### src/hw/lsr_regs.svh
// offsets, field positions, reset values and masks of the routing block
// Notes on behaviour
// twelve trigger enables, bit 4*unit+generator
// enable one passes trigger, zero blocks it
// dac override bit picks selector over front end
// dac2 selector codes 0,1,3,4,5,6
// dac1 selector codes 0,2,3,4,5,6
// dac0 selector codes 1,2,3,4,5,6
// two-bit substitute select per filter, reset zero
// filter2 feedforward: filter0 or filter1
// filter1 feedforward: filter0 or filter2
// filter0 feedforward: filter1 or filter2
// two-bit period source per filter, reset gen0
// front end select per filter, reset same number
// three 14-bit substitutes, constant 0 resets 0x7d
// reserved bits read zero, ignore writes
`ifndef LSR_REGS_SVH
`define LSR_REGS_SVH
`define LSR_OFS_TRIG     32'h0012_000c
`define LSR_OFS_DAC      32'h0012_0010
`define LSR_OFS_FMUX     32'h0012_0014
`define LSR_OFS_SUBA     32'h0012_0018
`define LSR_OFS_SUBB     32'h0012_001c
`define LSR_TRIG_MASK    32'h0000_0fff
`define LSR_DAC_MASK     32'h0707_0707
`define LSR_FMUX_MASK    32'h3f07_3f3f
`define LSR_SUBA_MASK    32'h3fff_3fff
`define LSR_SUBB_MASK    32'h0000_3fff
`define LSR_TRIG_RST     32'h0000_0000
`define LSR_DAC_RST      32'h0000_0000
`define LSR_FMUX_RST     32'h0000_0024
`define LSR_SUBA_RST     32'h0000_007d
`define LSR_SUBB_RST     32'h0000_0000
`define LSR_DAC_EN_POS   0
`define LSR_DAC_SEL_POS  8
`define LSR_DAC_SEL_STEP 8
`define LSR_FE_SEL_POS   0
`define LSR_PER_SEL_POS  8
`define LSR_FFWD_POS     16
`define LSR_SUB_SEL_POS  24
`define LSR_SUB1_POS     16
`endif

### src/hw/lsr_pkg.sv
// types shared by the routing block
package lsr_pkg;
  typedef logic [2:0]  lsr_dac_sel_t;
  typedef logic [1:0]  lsr_sel2_t;
  typedef logic [13:0] lsr_sub_t;
  typedef enum logic [6:0] {
    LSR_SRC_DAC0 = 7'h01,
    LSR_SRC_DAC1 = 7'h02,
    LSR_SRC_DAC2 = 7'h04,
    LSR_SRC_CP   = 7'h08,
    LSR_SRC_F0   = 7'h10,
    LSR_SRC_F1   = 7'h20,
    LSR_SRC_F2   = 7'h40
  } lsr_src_t;
endpackage

### src/hw/lsr_top.sv
// routing registers with apb slave and signal muxes
//
// Our own choice: the APB interface to the registers.
`timescale 1ns/1ps
`include "lsr_regs.svh"
module lsr_top #(
  parameter int W  = 14,
  parameter int PW = 18
) (
  input  wire logic            clk,
  input  wire logic            rstn,
  input  wire logic            ce,
  input  wire logic            psel,
  input  wire logic            penable,
  input  wire logic            pwrite,
  input  wire logic [31:0]     paddr,
  input  wire logic [31:0]     pwdata,
  output logic      [31:0]     prdata,
  output logic                 pready,
  output logic                 pslverr,
  input  wire logic [3:0]      gen_trigger,
  input  wire logic [4*PW-1:0] gen_period,
  input  wire logic [3*W-1:0]  fe_setpoint,
  input  wire logic [3*W-1:0]  fe_data,
  input  wire logic [3*W-1:0]  filt_out,
  input  wire logic [W-1:0]    cp_out,
  output logic      [2:0]      fe_trigger,
  output logic      [3*W-1:0]  dac_setpoint,
  output logic      [3*W-1:0]  filt_input,
  output logic      [3*PW-1:0] filt_period,
  output logic      [3*W-1:0]  filt_feedforward,
  output lsr_pkg::lsr_sub_t    filt_substitute [3]
);
  import lsr_pkg::*;

  //----------------------------------------------------------
  // registers
  //----------------------------------------------------------
  logic [31:0] sample_trigger_routing, next_trig;
  logic [31:0] dac_setpoint_source,    next_dac;
  logic [31:0] filter_input_routing,   next_fmux;
  logic [31:0] period_substitute_a,    next_suba;
  logic [31:0] period_substitute_b,    next_subb;
  logic [31:0] next_prdata;
  logic        next_pslverr;

  // address decode used by read and write paths
  function automatic logic [2:0] decode(input logic [31:0] a);
    unique case (a)
      `LSR_OFS_TRIG: decode = 3'h1;
      `LSR_OFS_DAC:  decode = 3'h2;
      `LSR_OFS_FMUX: decode = 3'h3;
      `LSR_OFS_SUBA: decode = 3'h4;
      `LSR_OFS_SUBB: decode = 3'h5;
      default:       decode = 3'h0;
    endcase
  endfunction

  logic       access;
  logic [2:0] hit;
  assign access = psel && penable;
  assign hit    = decode(paddr);
  assign pready = 1'b1; // zero wait states

  // writes masked so reserved bits stay zero
  always_comb begin
    next_trig    = sample_trigger_routing;
    next_dac     = dac_setpoint_source;
    next_fmux    = filter_input_routing;
    next_suba    = period_substitute_a;
    next_subb    = period_substitute_b;
    next_prdata  = prdata;
    next_pslverr = 1'b0;
    if (psel && !penable) begin
      next_pslverr = (hit == 3'h0);
      unique case (hit)
        3'h1: next_prdata = sample_trigger_routing;
        3'h2: next_prdata = dac_setpoint_source;
        3'h3: next_prdata = filter_input_routing;
        3'h4: next_prdata = period_substitute_a;
        3'h5: next_prdata = period_substitute_b;
        default: next_prdata = 32'h0000_0000;
      endcase
      if (pwrite) next_prdata = 32'h0000_0000;
    end
    if (access) next_pslverr = pslverr;
    if (access && pwrite) begin
      unique case (hit)
        3'h1: next_trig = pwdata & `LSR_TRIG_MASK;
        3'h2: next_dac  = pwdata & `LSR_DAC_MASK;
        3'h3: next_fmux = pwdata & `LSR_FMUX_MASK;
        3'h4: next_suba = pwdata & `LSR_SUBA_MASK;
        3'h5: next_subb = pwdata & `LSR_SUBB_MASK;
        default: ;
      endcase
    end
  end

  // register state, frozen while ce is low
  always_ff @(posedge clk or negedge rstn) begin
    if (!rstn) begin
      sample_trigger_routing <= `LSR_TRIG_RST;
      dac_setpoint_source    <= `LSR_DAC_RST;
      filter_input_routing   <= `LSR_FMUX_RST;
      period_substitute_a    <= `LSR_SUBA_RST;
      period_substitute_b    <= `LSR_SUBB_RST;
      prdata                 <= 32'h0000_0000;
      pslverr                <= 1'b0;
    end else if (ce) begin
      sample_trigger_routing <= next_trig;
      dac_setpoint_source    <= next_dac;
      filter_input_routing   <= next_fmux;
      period_substitute_a    <= next_suba;
      period_substitute_b    <= next_subb;
      prdata                 <= next_prdata;
      pslverr                <= next_pslverr;
    end
  end

  //----------------------------------------------------------
  // routing
  //----------------------------------------------------------
  lsr_sub_t sub [3];
  assign sub[0] = period_substitute_a[13:0];
  assign sub[1] = period_substitute_a[`LSR_SUB1_POS +: 14];
  assign sub[2] = period_substitute_b[13:0];

  logic [W-1:0] fe_sp [3];
  logic [W-1:0] fo    [3];
  logic [W-1:0] sel_sp[3];
  genvar i;
  generate
    for (i = 0; i < 3; i++) begin : g_ch
      assign fe_sp[i] = fe_setpoint[i*W +: W];
      assign fo[i]    = filt_out[i*W +: W];
      // trigger gating per front end
      assign fe_trigger[i] =
        |(gen_trigger & sample_trigger_routing[4*i +: 4]);
      lsr_dac_mux #(.W(W), .SELF(i)) u_dac (
        .sel     (dac_setpoint_source[`LSR_DAC_SEL_POS+8*i +: 3]),
        .dac_sp0 (fe_sp[0]),
        .dac_sp1 (fe_sp[1]),
        .dac_sp2 (fe_sp[2]),
        .cp_out  (cp_out),
        .filt0   (fo[0]),
        .filt1   (fo[1]),
        .filt2   (fo[2]),
        .sp      (sel_sp[i])
      );
      // override bit picks the selector
      assign dac_setpoint[i*W +: W] =
        dac_setpoint_source[`LSR_DAC_EN_POS+i] ? sel_sp[i] : fe_sp[i];
      // front end data into filter, code 3 gives zero
      assign filt_input[i*W +: W] =
        (filter_input_routing[2*i +: 2] == 2'h3) ? '0 :
        fe_data[filter_input_routing[2*i +: 2]*W +: W];
      assign filt_period[i*PW +: PW] =
        gen_period[filter_input_routing[`LSR_PER_SEL_POS+2*i +: 2]*PW
                   +: PW];
      assign filt_substitute[i] =
        (filter_input_routing[`LSR_SUB_SEL_POS+2*i +: 2] == 2'h3) ? '0 :
        sub[filter_input_routing[`LSR_SUB_SEL_POS+2*i +: 2]];
    end
  endgenerate

  // feedforward: each filter picks one of the other two
  assign filt_feedforward[0*W +: W] =
    filter_input_routing[`LSR_FFWD_POS]   ? fo[2] : fo[1];
  assign filt_feedforward[1*W +: W] =
    filter_input_routing[`LSR_FFWD_POS+1] ? fo[2] : fo[0];
  assign filt_feedforward[2*W +: W] =
    filter_input_routing[`LSR_FFWD_POS+2] ? fo[1] : fo[0];

  //----------------------------------------------------------
  // checks
  //----------------------------------------------------------
  a_trig_gate: assert property (@(posedge clk) disable iff (!rstn)
    fe_trigger[2] == |(gen_trigger & sample_trigger_routing[11:8]))
    else $error("trigger gating wrong");
  a_trig_reset: assert property (@(posedge clk)
    $rose(rstn) |-> fe_trigger == 3'b000)
    else $error("trigger passed after reset");
  a_dac_fe: assert property (@(posedge clk) disable iff (!rstn)
    !dac_setpoint_source[0] |-> dac_setpoint[W-1:0] == fe_sp[0])
    else $error("dac0 not from front end");
  a_dac2_source_select: assert property (@(posedge clk) disable iff (!rstn)
    (dac_setpoint_source[2] && dac_setpoint_source[26:24] == 3'h1)
      |-> dac_setpoint[2*W +: W] == fe_sp[1])
    else $error("dac2 selector wrong");
  a_dac1_source_select: assert property (@(posedge clk) disable iff (!rstn)
    (dac_setpoint_source[1] && dac_setpoint_source[18:16] == 3'h6)
      |-> dac_setpoint[W +: W] == fo[2])
    else $error("dac1 selector wrong");
  a_dac0_source_select: assert property (@(posedge clk) disable iff (!rstn)
    (dac_setpoint_source[0] && dac_setpoint_source[10:8] == 3'h3)
      |-> dac_setpoint[W-1:0] == cp_out)
    else $error("dac0 selector wrong");
  a_ffwd_two: assert property (@(posedge clk) disable iff (!rstn)
    filter_input_routing[18] |-> filt_feedforward[2*W +: W] == fo[1])
    else $error("filter2 feedforward wrong");
  a_ffwd_one: assert property (@(posedge clk) disable iff (!rstn)
    !filter_input_routing[17] |-> filt_feedforward[W +: W] == fo[0])
    else $error("filter1 feedforward wrong");
  a_ffwd_zero: assert property (@(posedge clk) disable iff (!rstn)
    !filter_input_routing[16] |-> filt_feedforward[W-1:0] == fo[1])
    else $error("filter0 feedforward wrong");
  a_fmux_reset: assert property (@(posedge clk)
    $rose(rstn) |-> filter_input_routing == 32'h0000_0024)
    else $error("filter routing reset wrong");
  a_per_sel: assert property (@(posedge clk) disable iff (!rstn)
    filter_input_routing[9:8] == 2'h3 |-> filt_period[PW-1:0] ==
      gen_period[3*PW +: PW])
    else $error("filter0 period source wrong");
  a_sub_sel: assert property (@(posedge clk) disable iff (!rstn)
    filter_input_routing[29:28] == 2'h2 |-> filt_substitute[2] == sub[2])
    else $error("filter2 substitute wrong");
  a_sub_reset: assert property (@(posedge clk)
    $rose(rstn) |-> period_substitute_a == 32'h0000_007d)
    else $error("substitute reset wrong");
  a_resv_zero: assert property (@(posedge clk) disable iff (!rstn)
    (period_substitute_b[31:14] == '0) && (dac_setpoint_source[7:3] == '0))
    else $error("reserved bits set");
  a_write_lands: assert property (@(posedge clk) disable iff (!rstn)
    (ce && access && pwrite && paddr == `LSR_OFS_TRIG)
      |=> sample_trigger_routing == ($past(pwdata) & 32'h0000_0fff))
    else $error("trigger write lost");
  // trigger gating: blocked unit, single enable, top enable, reserved bits
  a_trig_block: assert property (@(posedge clk) disable iff (!rstn)
    (sample_trigger_routing[3:0] == 4'h0) |-> !fe_trigger[0])
    else $error("trigger passed while blocked");
  a_trig_pass: assert property (@(posedge clk) disable iff (!rstn)
    (sample_trigger_routing[4] && gen_trigger[0]) |-> fe_trigger[1])
    else $error("enabled trigger not passed");
  a_trig_top: assert property (@(posedge clk) disable iff (!rstn)
    (sample_trigger_routing[11] && gen_trigger[3]) |-> fe_trigger[2])
    else $error("top trigger enable not passed");
  a_resv_trig: assert property (@(posedge clk) disable iff (!rstn)
    sample_trigger_routing[31:12] == 20'h0_0000)
    else $error("trigger reserved bits set");
  // setpoint selection, one case per kind of selector code
  a_dac2_fe: assert property (@(posedge clk) disable iff (!rstn)
    !dac_setpoint_source[2] |-> dac_setpoint[2*W +: W] == fe_sp[2])
    else $error("dac2 not from front end");
  a_dac2_cp: assert property (@(posedge clk) disable iff (!rstn)
    (dac_setpoint_source[2] && dac_setpoint_source[26:24] == 3'h3)
      |-> dac_setpoint[2*W +: W] == cp_out)
    else $error("dac2 power source wrong");
  a_dac2_undef: assert property (@(posedge clk) disable iff (!rstn)
    (dac_setpoint_source[2] && dac_setpoint_source[26:24] == 3'h2)
      |-> dac_setpoint[2*W +: W] == '0)
    else $error("dac2 undefined code not zero");
  a_dac2_filt: assert property (@(posedge clk) disable iff (!rstn)
    (dac_setpoint_source[2] && dac_setpoint_source[26:24] == 3'h5)
      |-> dac_setpoint[2*W +: W] == fo[1])
    else $error("dac2 filter source wrong");
  a_dac1_zero: assert property (@(posedge clk) disable iff (!rstn)
    (dac_setpoint_source[1] && dac_setpoint_source[18:16] == 3'h0)
      |-> dac_setpoint[W +: W] == fe_sp[0])
    else $error("dac1 first setpoint source wrong");
  a_dac1_two: assert property (@(posedge clk) disable iff (!rstn)
    (dac_setpoint_source[1] && dac_setpoint_source[18:16] == 3'h2)
      |-> dac_setpoint[W +: W] == fe_sp[2])
    else $error("dac1 third setpoint source wrong");
  a_dac1_filt: assert property (@(posedge clk) disable iff (!rstn)
    (dac_setpoint_source[1] && dac_setpoint_source[18:16] == 3'h4)
      |-> dac_setpoint[W +: W] == fo[0])
    else $error("dac1 filter source wrong");
  a_dac0_one: assert property (@(posedge clk) disable iff (!rstn)
    (dac_setpoint_source[0] && dac_setpoint_source[10:8] == 3'h1)
      |-> dac_setpoint[W-1:0] == fe_sp[1])
    else $error("dac0 second setpoint source wrong");
  a_dac0_filt: assert property (@(posedge clk) disable iff (!rstn)
    (dac_setpoint_source[0] && dac_setpoint_source[10:8] == 3'h6)
      |-> dac_setpoint[W-1:0] == fo[2])
    else $error("dac0 filter source wrong");
  // filter routing: other feedforward polarity, inputs, periods, constants
  a_ffwd_two_lo: assert property (@(posedge clk) disable iff (!rstn)
    !filter_input_routing[18] |-> filt_feedforward[2*W +: W] == fo[0])
    else $error("filter2 default feedforward wrong");
  a_ffwd_one_hi: assert property (@(posedge clk) disable iff (!rstn)
    filter_input_routing[17] |-> filt_feedforward[W +: W] == fo[2])
    else $error("filter1 alternate feedforward wrong");
  a_ffwd_zero_hi: assert property (@(posedge clk) disable iff (!rstn)
    filter_input_routing[16] |-> filt_feedforward[W-1:0] == fo[2])
    else $error("filter0 alternate feedforward wrong");
  a_fe_zero: assert property (@(posedge clk) disable iff (!rstn)
    (filter_input_routing[1:0] == 2'h2)
      |-> filt_input[W-1:0] == fe_data[2*W +: W])
    else $error("filter0 input source wrong");
  a_fe_one: assert property (@(posedge clk) disable iff (!rstn)
    (filter_input_routing[3:2] == 2'h3)
      |-> filt_input[W +: W] == '0)
    else $error("filter1 unused input code not zero");
  a_fe_two: assert property (@(posedge clk) disable iff (!rstn)
    (filter_input_routing[5:4] == 2'h0)
      |-> filt_input[2*W +: W] == fe_data[W-1:0])
    else $error("filter2 input source wrong");
  a_per_one: assert property (@(posedge clk) disable iff (!rstn)
    (filter_input_routing[11:10] == 2'h2)
      |-> filt_period[PW +: PW] == gen_period[2*PW +: PW])
    else $error("filter1 period source wrong");
  a_per_two: assert property (@(posedge clk) disable iff (!rstn)
    (filter_input_routing[13:12] == 2'h1)
      |-> filt_period[2*PW +: PW] == gen_period[PW +: PW])
    else $error("filter2 period source wrong");
  a_sub_one: assert property (@(posedge clk) disable iff (!rstn)
    (filter_input_routing[25:24] == 2'h1)
      |-> filt_substitute[0] == period_substitute_a[29:16])
    else $error("filter0 substitute wrong");
  a_resv_fmux: assert property (@(posedge clk) disable iff (!rstn)
    (filter_input_routing & ~`LSR_FMUX_MASK) == 32'h0000_0000)
    else $error("filter routing reserved bits set");
  // read path: the register lands in prdata at the setup edge
  a_read_fmux: assert property (@(posedge clk) disable iff (!rstn)
    (ce && psel && !penable && !pwrite && hit == 3'h3)
      |=> prdata == $past(filter_input_routing))
    else $error("filter routing read data wrong");
endmodule // lsr_top

### src/hw/lsr_dac_mux.sv
// setpoint selector for one dac in override mode
`timescale 1ns/1ps
module lsr_dac_mux #(
  parameter int W    = 14,
  parameter int SELF = 0
) (
  input  wire logic [2:0]   sel,
  input  wire logic [W-1:0] dac_sp0,
  input  wire logic [W-1:0] dac_sp1,
  input  wire logic [W-1:0] dac_sp2,
  input  wire logic [W-1:0] cp_out,
  input  wire logic [W-1:0] filt0,
  input  wire logic [W-1:0] filt1,
  input  wire logic [W-1:0] filt2,
  output logic      [W-1:0] sp
);
  import lsr_pkg::*;
  // undefined codes and the dac's own index give zero
  always_comb begin
    unique case (sel)
      3'h0: sp = (SELF == 0) ? '0 : dac_sp0;
      3'h1: sp = (SELF == 1) ? '0 : dac_sp1;
      3'h2: sp = (SELF == 2) ? '0 : dac_sp2;
      3'h3: sp = cp_out;
      3'h4: sp = filt0;
      3'h5: sp = filt1;
      3'h6: sp = filt2;
      default: sp = '0;
    endcase
  end
endmodule // lsr_dac_mux

### config.mk
export PLATFORM = sky130hd
export DESIGN_NAME = lsr_top
export DESIGN_NICKNAME = d
export VERILOG_FILES = /design/src/hw/lsr_pkg.sv /design/src/hw/lsr_top.sv /design/src/hw/lsr_dac_mux.sv
export VERILOG_INCLUDE_DIRS = /design/src /design/src/hw
export SDC_FILE = /design/constraint.sdc
export NUM_CORES = 1
export LEC_CHECK = 0
export ABC_CLOCK_PERIOD_IN_PS = 2300
export BUFFER_PORTS_ARGS = -buffer_cell sky130_fd_sc_hd__buf_2
export CORE_AREA = 4 4 211 213
export DETAILED_ROUTE_END_ITERATION = 12
export DIE_AREA = 0 0 215 217
export MAX_ROUTING_LAYER = met4
export PLACE_DENSITY_LB_ADDON = 0.2
export SLEW_MARGIN = 20
export SYNTH_ARGS = -nofsm -noshare
export SYNTH_HDL_FRONTEND = slang
export SYNTH_SLANG_ARGS = --single-unit
### constraint.sdc
create_clock -name clk -period 2.3 [get_ports clk]
set_clock_uncertainty 0.15 [all_clocks]
set_input_delay 0 -clock clk [delete_from_list [all_inputs] [get_ports clk]]
set_output_delay 0 -clock clk [all_outputs]
set_load 0.005 [all_outputs]
==> results of run 1 <==
## critical path, stage by stage, from the launching register on
cell,delay (ps)
dfrtp_2,440
buf_4,310
mux4_2,530
nor2_1,130
o32ai_2,110
buf_2,140
## flip-flops by register name, indices dropped and copies added, names as in the netlist
register / cells
period_substitute_b: 14
dac_setpoint_source: 12
sample_trigger_routing: 12
period_substitute_a: 28
pslverr: 1
filter_input_routing: 21
prdata: 28
## worst paths after layout
check / startpoint / endpoint / slack (ps) / depth (start not counted)
min in group asynchronous: rstn / period_substitute_a[5] / 590 / 3
max reg2reg: dac_setpoint_source[8] / prdata[8] / 570 / 4
min reg2reg: prdata[18] / prdata[18] / 320 / 2
max: dac_setpoint_source[24] / dac_setpoint[36] / 60 / 5
min: paddr[4] / prdata[2] / 30 / 4
max in group asynchronous: rstn / period_substitute_a[23] / 480 / 4
## area by class of cell
type | instances | area (um2) | area share [%]
clock buffers | 26 | 489 | 3.07
well taps | 546 | 683 | 4.29
repair buffers | 661 | 3870 | 24.3
clock inverters | 5 | 75.1 | 0.471
inverters | 47 | 178 | 1.12
multi-input cells | 901 | 7700 | 48.3
flip-flops and latches | 116 | 2920 | 18.3
diodes | 6 | 15.0 | 0.0943
## cells by family (layout without fill, tap and decap cells)
group	count (synthesis)	after routing	synth area share (%)
buffers and inverters	162	739	5.86
AOI/OAI and AO/OA	323	323	18.9
and+or+nand+nor	241	241	9.94
muxes	332	332	39.0
DFF	116	116	26.2
other	2	11	0.0676
## what timing repair did
action | in CTS | in global routing
resized for setup | 13 | 31
pin swaps | 0 | 2
hold buffers | 40 | 0
hold endpoints to repair | 191 | 0
endpoints found under the setup margin | 11 | 36
buffers inserted | 0 | 1
## metrics by stage
stage | instances | utilization, %
after floorplan | 1179 | -
after global placement | 2230 | 34.5
after detailed placement | 2230 | 34.5
after CTS | 2301 | 36.9
after global routing | 2308 | 37.3
final | 2308 | 37.3
## metal layers
| layer | up-vias | routed length, um | GRT usage (%) |
|---|---|---|---|
| met3 | 67 | 3890 | 4.36 |
| met4 | 0 | 1360 | 6.68 |
| met5 | - | 0 | - |
| met1 | 6162 | 22200 | 28.4 |
| met2 | 582 | 27100 | 38.2 |
| li1 | 5639 | - | - |
## power groups by stage
stage               clock [W]  sequential, W  combinational [W]
floorplan                   0        0.00208           0.000342
finish                0.00257        0.00205            0.00110
global placement            0        0.00208            0.00101
detailed placement          0        0.00208            0.00103
global route          0.00270        0.00205            0.00120
CTS                   0.00262        0.00205            0.00110
## layout by cell type (no fill, tap or decap), drive strengths merged, types with 16 or more instances in the layout
master	count
a21oi	32
a221oi	35
a22oi	26
buf	622
clkbuf	26
dfrtp	108
dlygate4sd3	38
inv	46
mux2	138
mux2i	127
mux4	67
nand2	137
nor2	41
nor2b	19
o21ai	131
o22ai	30
o32ai	16
## cells in the mapped netlist, drive strengths merged (16+ instances only)
cell type and instances:
mux2i 127, nand2 137, a22oi 26, buf 30
inv 46, nor2 41, o21ai 131, a221oi 35
mux2 138, a21oi 32, o32ai 16, dfrtp 108
nor2b 19, mux4 67, o22ai 30, clkbuf 85
==> results.json, run 1 <==
{
  "synth_edf_count": 0,
  "max_freq_ghz": 0.446,
  "irDropWorstVdd_v": 0.000402,
  "first_iter_violations": 915,
  "path_class": "reg -> out",
  "hold_violations": 0,
  "status": "completed",
  "cts_sinks": 116,
  "worstMarginPinSlew_ps": 894,
  "nNetsFinal": 2030,
  "power.leakage_nw": 7.12,
  "internal-power_w": 0.00424,
  "die_h_um": 217,
  "initial_utilization_pct": 26.0,
  "cp-end-kind": "output port",
  "overflow": 0,
  "ant_nets": 0,
  "cts_buffer_depth": 2,
  "numCtsBuffers": 17,
  "area.growth.synth_to_final_pct": 43.4,
  "root_buffer": "clkbuf_16",
  "antenna_found_initial": 6,
  "cp_max_fo": 17,
  "synth_seq_area_share_pct": 26.2,
  "synth-async-reset-ratio_pct": 100,
  "ys_seq_elements": 116,
  "drive_gt1_share_pct": 49.9,
  "drc": 0,
  "grt_pass1_vias": 12612,
  "place_congestion": 0.923,
  "worst_hold_slack_ps": 33.7,
  "finalMaxSlewViolations": 0,
  "wirelength_mm": 54.6,
  "startpoint_type": "flop",
  "nFillCells": 4392,
  "setup_violations": 0,
  "yosysWarnings": 0,
  "dr_total_vias": 12450,
  "firstDrtPassIters": 5,
  "vias_per_cell": 5.39,
  "fin_crit_ps": 2240,
  "synth_top_cell_area_share_pct": 24.3,
  "syn_area_per_cell_um2": 9.45,
  "core_um2": 42700,
  "clk_pin_slew_ps": 50,
  "row_count": 76,
  "wl_per_cell_um": 23.7,
  "final_cell_area_um2": 15900,
  "grt_pass1_wl_mm": 81.1,
  "synthesis.area_um2": 11100,
  "grt_max_degree": 50,
  "pwr-share-seq_pct": 35.8,
  "die-width_um": 215,
  "p_per_area_nw_per_um2": 359,
  "dp_hpwl_mm": 42.2,
  "post-route-period-util_pct": 97.6,
  "postPlaceCellArea_um2": 14800,
  "pwr-share-comb_pct": 19.3,
  "slew_headroom_pct": 40.3,
  "synth.largest_area_cell": "dfrtp_1",
  "pwr-share-clk_pct": 44.9,
  "die-area_um2": 46700,
  "worst_slack_ps": 55.4,
  "port_buffers": 535,
  "max_cap_viol_count": 0,
  "setup_tns_ps": 0,
  "synth_cell_types": 50,
  "place_ws_ps": 48.8,
  "synth_area_leaders": "dfrtp_1, mux4_2, mux2_2",
  "cts_tree": "done",
  "grt_use_total_pct": 22.9,
  "synthFlopType": "dfrtp_1",
  "arrival_ps": 2090,
  "clock_latency_ps": 410,
  "p_sw_w": 0.00148,
  "htreeDepth": 4,
  "syn_inst": 1176,
  "min_path_type": "in -> reg",
  "worstPathRequired_ps": 2150,
  "switching_share_pct": 25.8,
  "power_w": 0.00572,
  "rsz0062_at_grt": "yes",
  "io_pins": 545
}
No activity file was read; power rests on OpenSTA's default activity.
==> run 2: changes to the inputs <==
--- a/config.mk
+++ b/config.mk
@@ -11,7 +11,6 @@
 export CORE_AREA = 4 4 211 213
 export DETAILED_ROUTE_END_ITERATION = 12
 export DIE_AREA = 0 0 215 217
-export MAX_ROUTING_LAYER = met4
 export PLACE_DENSITY_LB_ADDON = 0.2
 export SLEW_MARGIN = 20
 export SYNTH_ARGS = -nofsm -noshare
==> run 2 against run 1 <==
Wire length barely moved. Maximum frequency fell by 1.2%. Non-clock buffer count rose by 5. Combinational power barely moved. Final cell count barely moved. Register-to-register slack improved by 50 ps. Final area barely moved. Critical path type unchanged. Largest cell class unchanged. Highest routed layer is now met5.
==> results.json, run 2 (synthesized netlist as in run 1, its figures left out) <==
{
  "port_buffers": 535,
  "root_buffer": "clkbuf_16",
  "cp_max_fo": 6,
  "switching_share_pct": 26.0,
  "max_cap_viol_count": 0,
  "crit_chain": "nor2b_1, buf_4, a22o_1, a221oi_1, o22ai_1, buf_2",
  "place_congestion": 0.914,
  "hold_violations": 0,
  "row_count": 76,
  "startpoint_type": "flop",
  "power_w": 0.00567,
  "min_path_type": "in -> reg",
  "grt_use_total_pct": 22.4,
  "p_sw_w": 0.00147,
  "rsz0062_at_grt": "yes",
  "wirelength_mm": 54.6,
  "antenna_found_initial": 2,
  "worstPathRequired_ps": 2150,
  "worstMarginPinSlew_ps": 885,
  "post-route-period-util_pct": 98.8,
  "clock_latency_ps": 410,
  "final_common_cell": "buf_2",
  "io_pins": 545,
  "fin_crit_ps": 2270,
  "crit_slowest_cell": "dfrtp_2",
  "pwr-share-seq_pct": 36.1,
  "dp_hpwl_mm": 42.0,
  "pwr-share-comb_pct": 19.3,
  "area.growth.synth_to_final_pct": 43.4,
  "path_class": "reg -> out",
  "clk_pin_slew_ps": 50,
  "pwr-share-clk_pct": 44.6,
  "power.leakage_nw": 7.14,
  "cts_sinks": 116,
  "internal-power_w": 0.00420,
  "nFillCells": 4331,
  "finalMaxSlewViolations": 0,
  "dr_total_vias": 12525,
  "irDropWorstVdd_v": 0.000349,
  "die_h_um": 217,
  "die-width_um": 215,
  "htreeDepth": 4,
  "wl_per_cell_um": 23.7,
  "cts_tree": "done",
  "core_um2": 42700,
  "numCtsBuffers": 17,
  "initial_utilization_pct": 26.0,
  "overflow": 0,
  "arrival_ps": 2120,
  "setup_tns_ps": 0,
  "instances_no_fill": 2309,
  "grt_pass1_wl_mm": 81.9,
  "cts_buffer_depth": 2,
  "dp_cells": 2232,
  "firstDrtPassIters": 7,
  "grt_max_degree": 51,
  "status": "completed",
  "first_iter_violations": 821,
  "drive_gt1_share_pct": 50.0,
  "final_cell_mix": "buf_2, nand2_1, mux2i_1, o21ai_0, mux2_2",
  "p_per_area_nw_per_um2": 356,
  "cp-end-kind": "output port",
  "drc": 0,
  "nNetsFinal": 2035,
  "max_freq_ghz": 0.440,
  "die-area_um2": 46700,
  "top_regs": "period_substitute_a: 28 flops, prdata: 28 flops, filter_input_routing: 21 flops",
  "grt_pass1_vias": 12796,
  "slew_headroom_pct": 41.0,
  "ant_nets": 0,
  "setup_violations": 0,
  "vias_per_cell": 5.42,
  "crit_path_max_incr_delay_ps": 470
}
[run 2: power by group through the flow]
stage               Clock (W)  Combinational [W]  Sequential [W]
global route          0.00266            0.00119         0.00205
finish                0.00253            0.00109         0.00205
global placement            0            0.00101         0.00208
detailed placement          0            0.00103         0.00208
CTS                   0.00259            0.00109         0.00205
floorplan                   0           0.000342         0.00208
[run 2: worst paths after layout]
| check | from | end | slack (ps) | cells past startpoint |
|---|---|---|---|---|
| hold / removal | paddr[2] | prdata[16] | 40 | 4 |
| max in group asynchronous | rstn | prdata[21] | 580 | 4 |
| hold reg to reg | prdata[28] | prdata[28] | 320 | 2 |
| setup / recovery | dac_setpoint_source[24] | dac_setpoint[40] | 30 | 6 |
| min in group asynchronous | rstn | period_substitute_a[21] | 520 | 3 |
| setup reg to reg | dac_setpoint_source[8] | prdata[8] | 620 | 4 |
[run 2: critical path, delay by kind of cell (launching register included)]
| family | cells | cell delay, ps |
|---|---|---|
| and+or+nand+nor | 1 | 160 |
| AOI/OAI and AO/OA | 3 | 740 |
| buffers and inverters | 2 | 340 |
| DFF | 1 | 470 |
[run 2: layout make-up]
type / instances / area [um2] / share of cell area (%)
multi-input combinational: 901 / 7700 / 48.3
sequential: 116 / 2920 / 18.3
clock buffer: 28 / 517 / 3.24
inverter: 47 / 176 / 1.11
clock inverter: 4 / 47.5 / 0.298
antenna: 1 / 2.50 / 0.0157
timing repair buffer: 666 / 3890 / 24.4
tap: 546 / 683 / 4.29
[run 2: stage by stage]
step	hold slack (ps)	instance area [um2]	setup WS, ps	utilization [%]
CTS	22.1	15800	-8.17	37.0
global placement	-99.1	14800	72.7	34.5
finish	39.5	15900	27.4	37.3
floorplan	-446	11100	234	-
global route	67.6	15900	-13.4	37.3
detailed placement	-96.2	14800	60.3	34.6
[run 2: layer usage]
metal  GRT usage, %  share of wire (%)  vias up
met4           5.88                2.1        2
li1               -                  -     5637
met2           38.9                 50      546
met1           28.9                 42     6272
met5              0              0.018        -
met3           4.08                6.4       68
[run 2: repair_timing]
| item | 4_1_cts | 5_1_grt |
|---|---|---|
| setup buffers | 3 | 1 |
| gates resized for setup | 14 | 34 |
| endpoints found under the setup margin | 27 | 28 |
| pin swaps | 0 | 1 |
| hold endpoints to repair | 186 | 0 |
| hold buffers | 40 | 0 |
==> run 3: changes to the inputs <==
--- a/config.mk
+++ b/config.mk
@@ -7,10 +7,10 @@
 export NUM_CORES = 1
 export LEC_CHECK = 0
 export ABC_CLOCK_PERIOD_IN_PS = 2300
-export BUFFER_PORTS_ARGS = -buffer_cell sky130_fd_sc_hd__buf_2
 export CORE_AREA = 4 4 211 213
 export DETAILED_ROUTE_END_ITERATION = 12
 export DIE_AREA = 0 0 215 217
+export DONT_BUFFER_PORTS = 1
 export PLACE_DENSITY_LB_ADDON = 0.2
 export SLEW_MARGIN = 20
 export SYNTH_ARGS = -nofsm -noshare
==> run 3 against run 2 <==
Critical path depth stayed put. Final area is 11% lower. Final cell count down 19%. Non-clock buffer count is 442 lower. Largest power group unchanged. The run now ends with hold timing left.
==> results.json, run 3 (synthesized netlist as in run 1, its figures left out) <==
{
  "finalMaxSlewViolations": 0,
  "worstPathRequired_ps": 2150,
  "numCtsBuffers": 17,
  "grt_max_degree": 117,
  "postPlaceCellArea_um2": 12000,
  "final_util_pct": 33.1,
  "firstDrtPassIters": 5,
  "power.leakage_nw": 5.32,
  "final_common_cell": "dlygate4sd3_1",
  "wl_per_cell_um": 28.3,
  "min_path_type": "in -> async",
  "setup_violations": 0,
  "antenna_found_initial": 3,
  "status": "complete, but fails checks",
  "path_class": "reg -> out",
  "arrival_ps": 2100,
  "die-width_um": 215,
  "worstMarginPinSlew_ps": 883,
  "io_pins": 545,
  "crit_chain": "buf_4, nor2b_1, buf_4, a22o_1, a221oi_1, o22ai_1",
  "nNetsFinal": 1593,
  "hold_buffers": 146,
  "cts_buffer_depth": 2,
  "startpoint_type": "flop",
  "grt_pass1_vias": 11051,
  "cts_sinks": 116,
  "slew_headroom_pct": 41.1,
  "use_met3_pct": 6.03,
  "clock_latency_ps": 420,
  "place_congestion": 0.905,
  "r2r_start": "dac_setpoint_source[9]",
  "first_iter_violations": 904,
  "core_um2": 42700,
  "dp_hpwl_mm": 38.8,
  "violations": "hold timing",
  "root_buffer": "clkbuf_16",
  "ant_nets": 0,
  "irDropWorstVdd_v": 0.000445,
  "fin_crit_ps": 2250,
  "p_per_area_nw_per_um2": 367,
  "wirelength_mm": 52.8,
  "initial_utilization_pct": 26.0,
  "drive_gt1_share_pct": 25.4,
  "place_ws_ps": 121,
  "worst_hold_slack_ps": -877,
  "top_regs": "period_substitute_a: 28 flops, prdata: 28 flops, filter_input_routing: 21 flops",
  "rsz0062_at_grt": "yes",
  "setup_tns_ps": 0,
  "die_h_um": 217,
  "post-route-period-util_pct": 97.9,
  "die-area_um2": 46700,
  "cp-end-kind": "output port",
  "overflow": 0,
  "port_buffers": 0,
  "crit_path_max_incr_delay_ps": 480,
  "grt_use_total_pct": 21.4,
  "area.growth.synth_to_final_pct": 27.3,
  "worst_slack_ps": 47.2,
  "cts_tree": "done",
  "max_cap_viol_count": 0,
  "drc": 0,
  "dr_total_vias": 10963,
  "busiest_layer": "met2",
  "use_met2_pct": 36.6,
  "htreeDepth": 4,
  "crit_slowest_cell": "dfrtp_2",
  "final_cell_area_um2": 14100,
  "grt_pass1_wl_mm": 76.8,
  "met1_usage_pct": 26.0,
  "final_cell_mix": "dlygate4sd3_1, nand2_1, o21ai_0, mux2i_1, mux2_2",
  "cp_max_fo": 6,
  "startpoint": "dac_setpoint_source[24]",
  "vias_per_cell": 5.87,
  "hold_violations": 118,
  "max_freq_ghz": 0.444,
  "clk_pin_slew_ps": 60,
  "row_count": 76,
  "crit_top_cell": "buf_4"
}
-- run 3: cell count changes in the layout (fill, tap and decap cells not counted), moves of 3 or more --
cell,change
buf_2,-534
dlygate4sd3_1,+105
buf_4,-10
o21ai_0,+6
a221oi_1,+5
a221oi_2,-5
clkbuf_1,-4
clkbuf_8,-4
o21ai_1,-4
clkinv_2,+3
clkinv_4,+3
nor2_1,-3
nor2_2,+3
-- run 3: final cells by class --
class                      count  area, um2
clock inverter                12        108
timing repair buffer         224       2140
inverter                      47        178
clock buffer                  20        447
fill                        4414      28600
tap                          546        683
antenna                        3       7.51
multi-input combinational    901       7660
sequential                   116       2920
-- run 3: worst paths after layout --
| path | end | slack, ps | depth (start not counted) |
|---|---|---|---|
| max | dac_setpoint[40] | 50 | 6 |
| min | prdata[4] | -880 | 0 |
| max reg2reg | prdata[9] | 100 | 5 |
| min reg2reg | filter_input_routing[29] | 360 | 1 |
| max in group asynchronous | period_substitute_a[2] | 2610 | 0 |
| min in group clk | filt_input[38] | 0 | 2 |
-- run 3: through the flow --
stage	hold slack, ps	total power, W	std cells
after CTS	-893	0.00523	1862
final	-877	0.00519	1869
after global placement	-442	0.00249	1684
after global routing	-902	0.00537	1867
after detailed placement	-442	0.00249	1684
after floorplan	-446	0.00242	1179
-- run 3: critical path, delay by kind of cell (launching register included) --
family | cells | cell delay (ps)
AOI/OAI and AO/OA | 3 | 730
DFF | 1 | 480
buffers and inverters | 2 | 360
and+or+nand+nor | 1 | 120
-- run 3: metal layers --
metal	routed length [um]	vias up
met3	4360	90
li1	-	4752
met4	1740	2
met5	19	-
met2	25800	531
met1	20900	5588
-- run 3: timing repair --
action	CTS	global route
gates resized for setup	8	19
pin swaps	0	1
buffers inserted	0	5
cloned	0	0
setup endpoints to repair	17	31
endpoints found under the hold margin	321	116
-- run 3: where the power goes --
group / internal (W) / switching, W / leakage (nW)
Combinational: 0.000340 / 0.000306 / 3.47
Sequential: 0.00204 / 0.00000147 / 1.58
Clock: 0.00151 / 0.000984 / 0.266
Total: 0.00390 / 0.00129 / 5.32
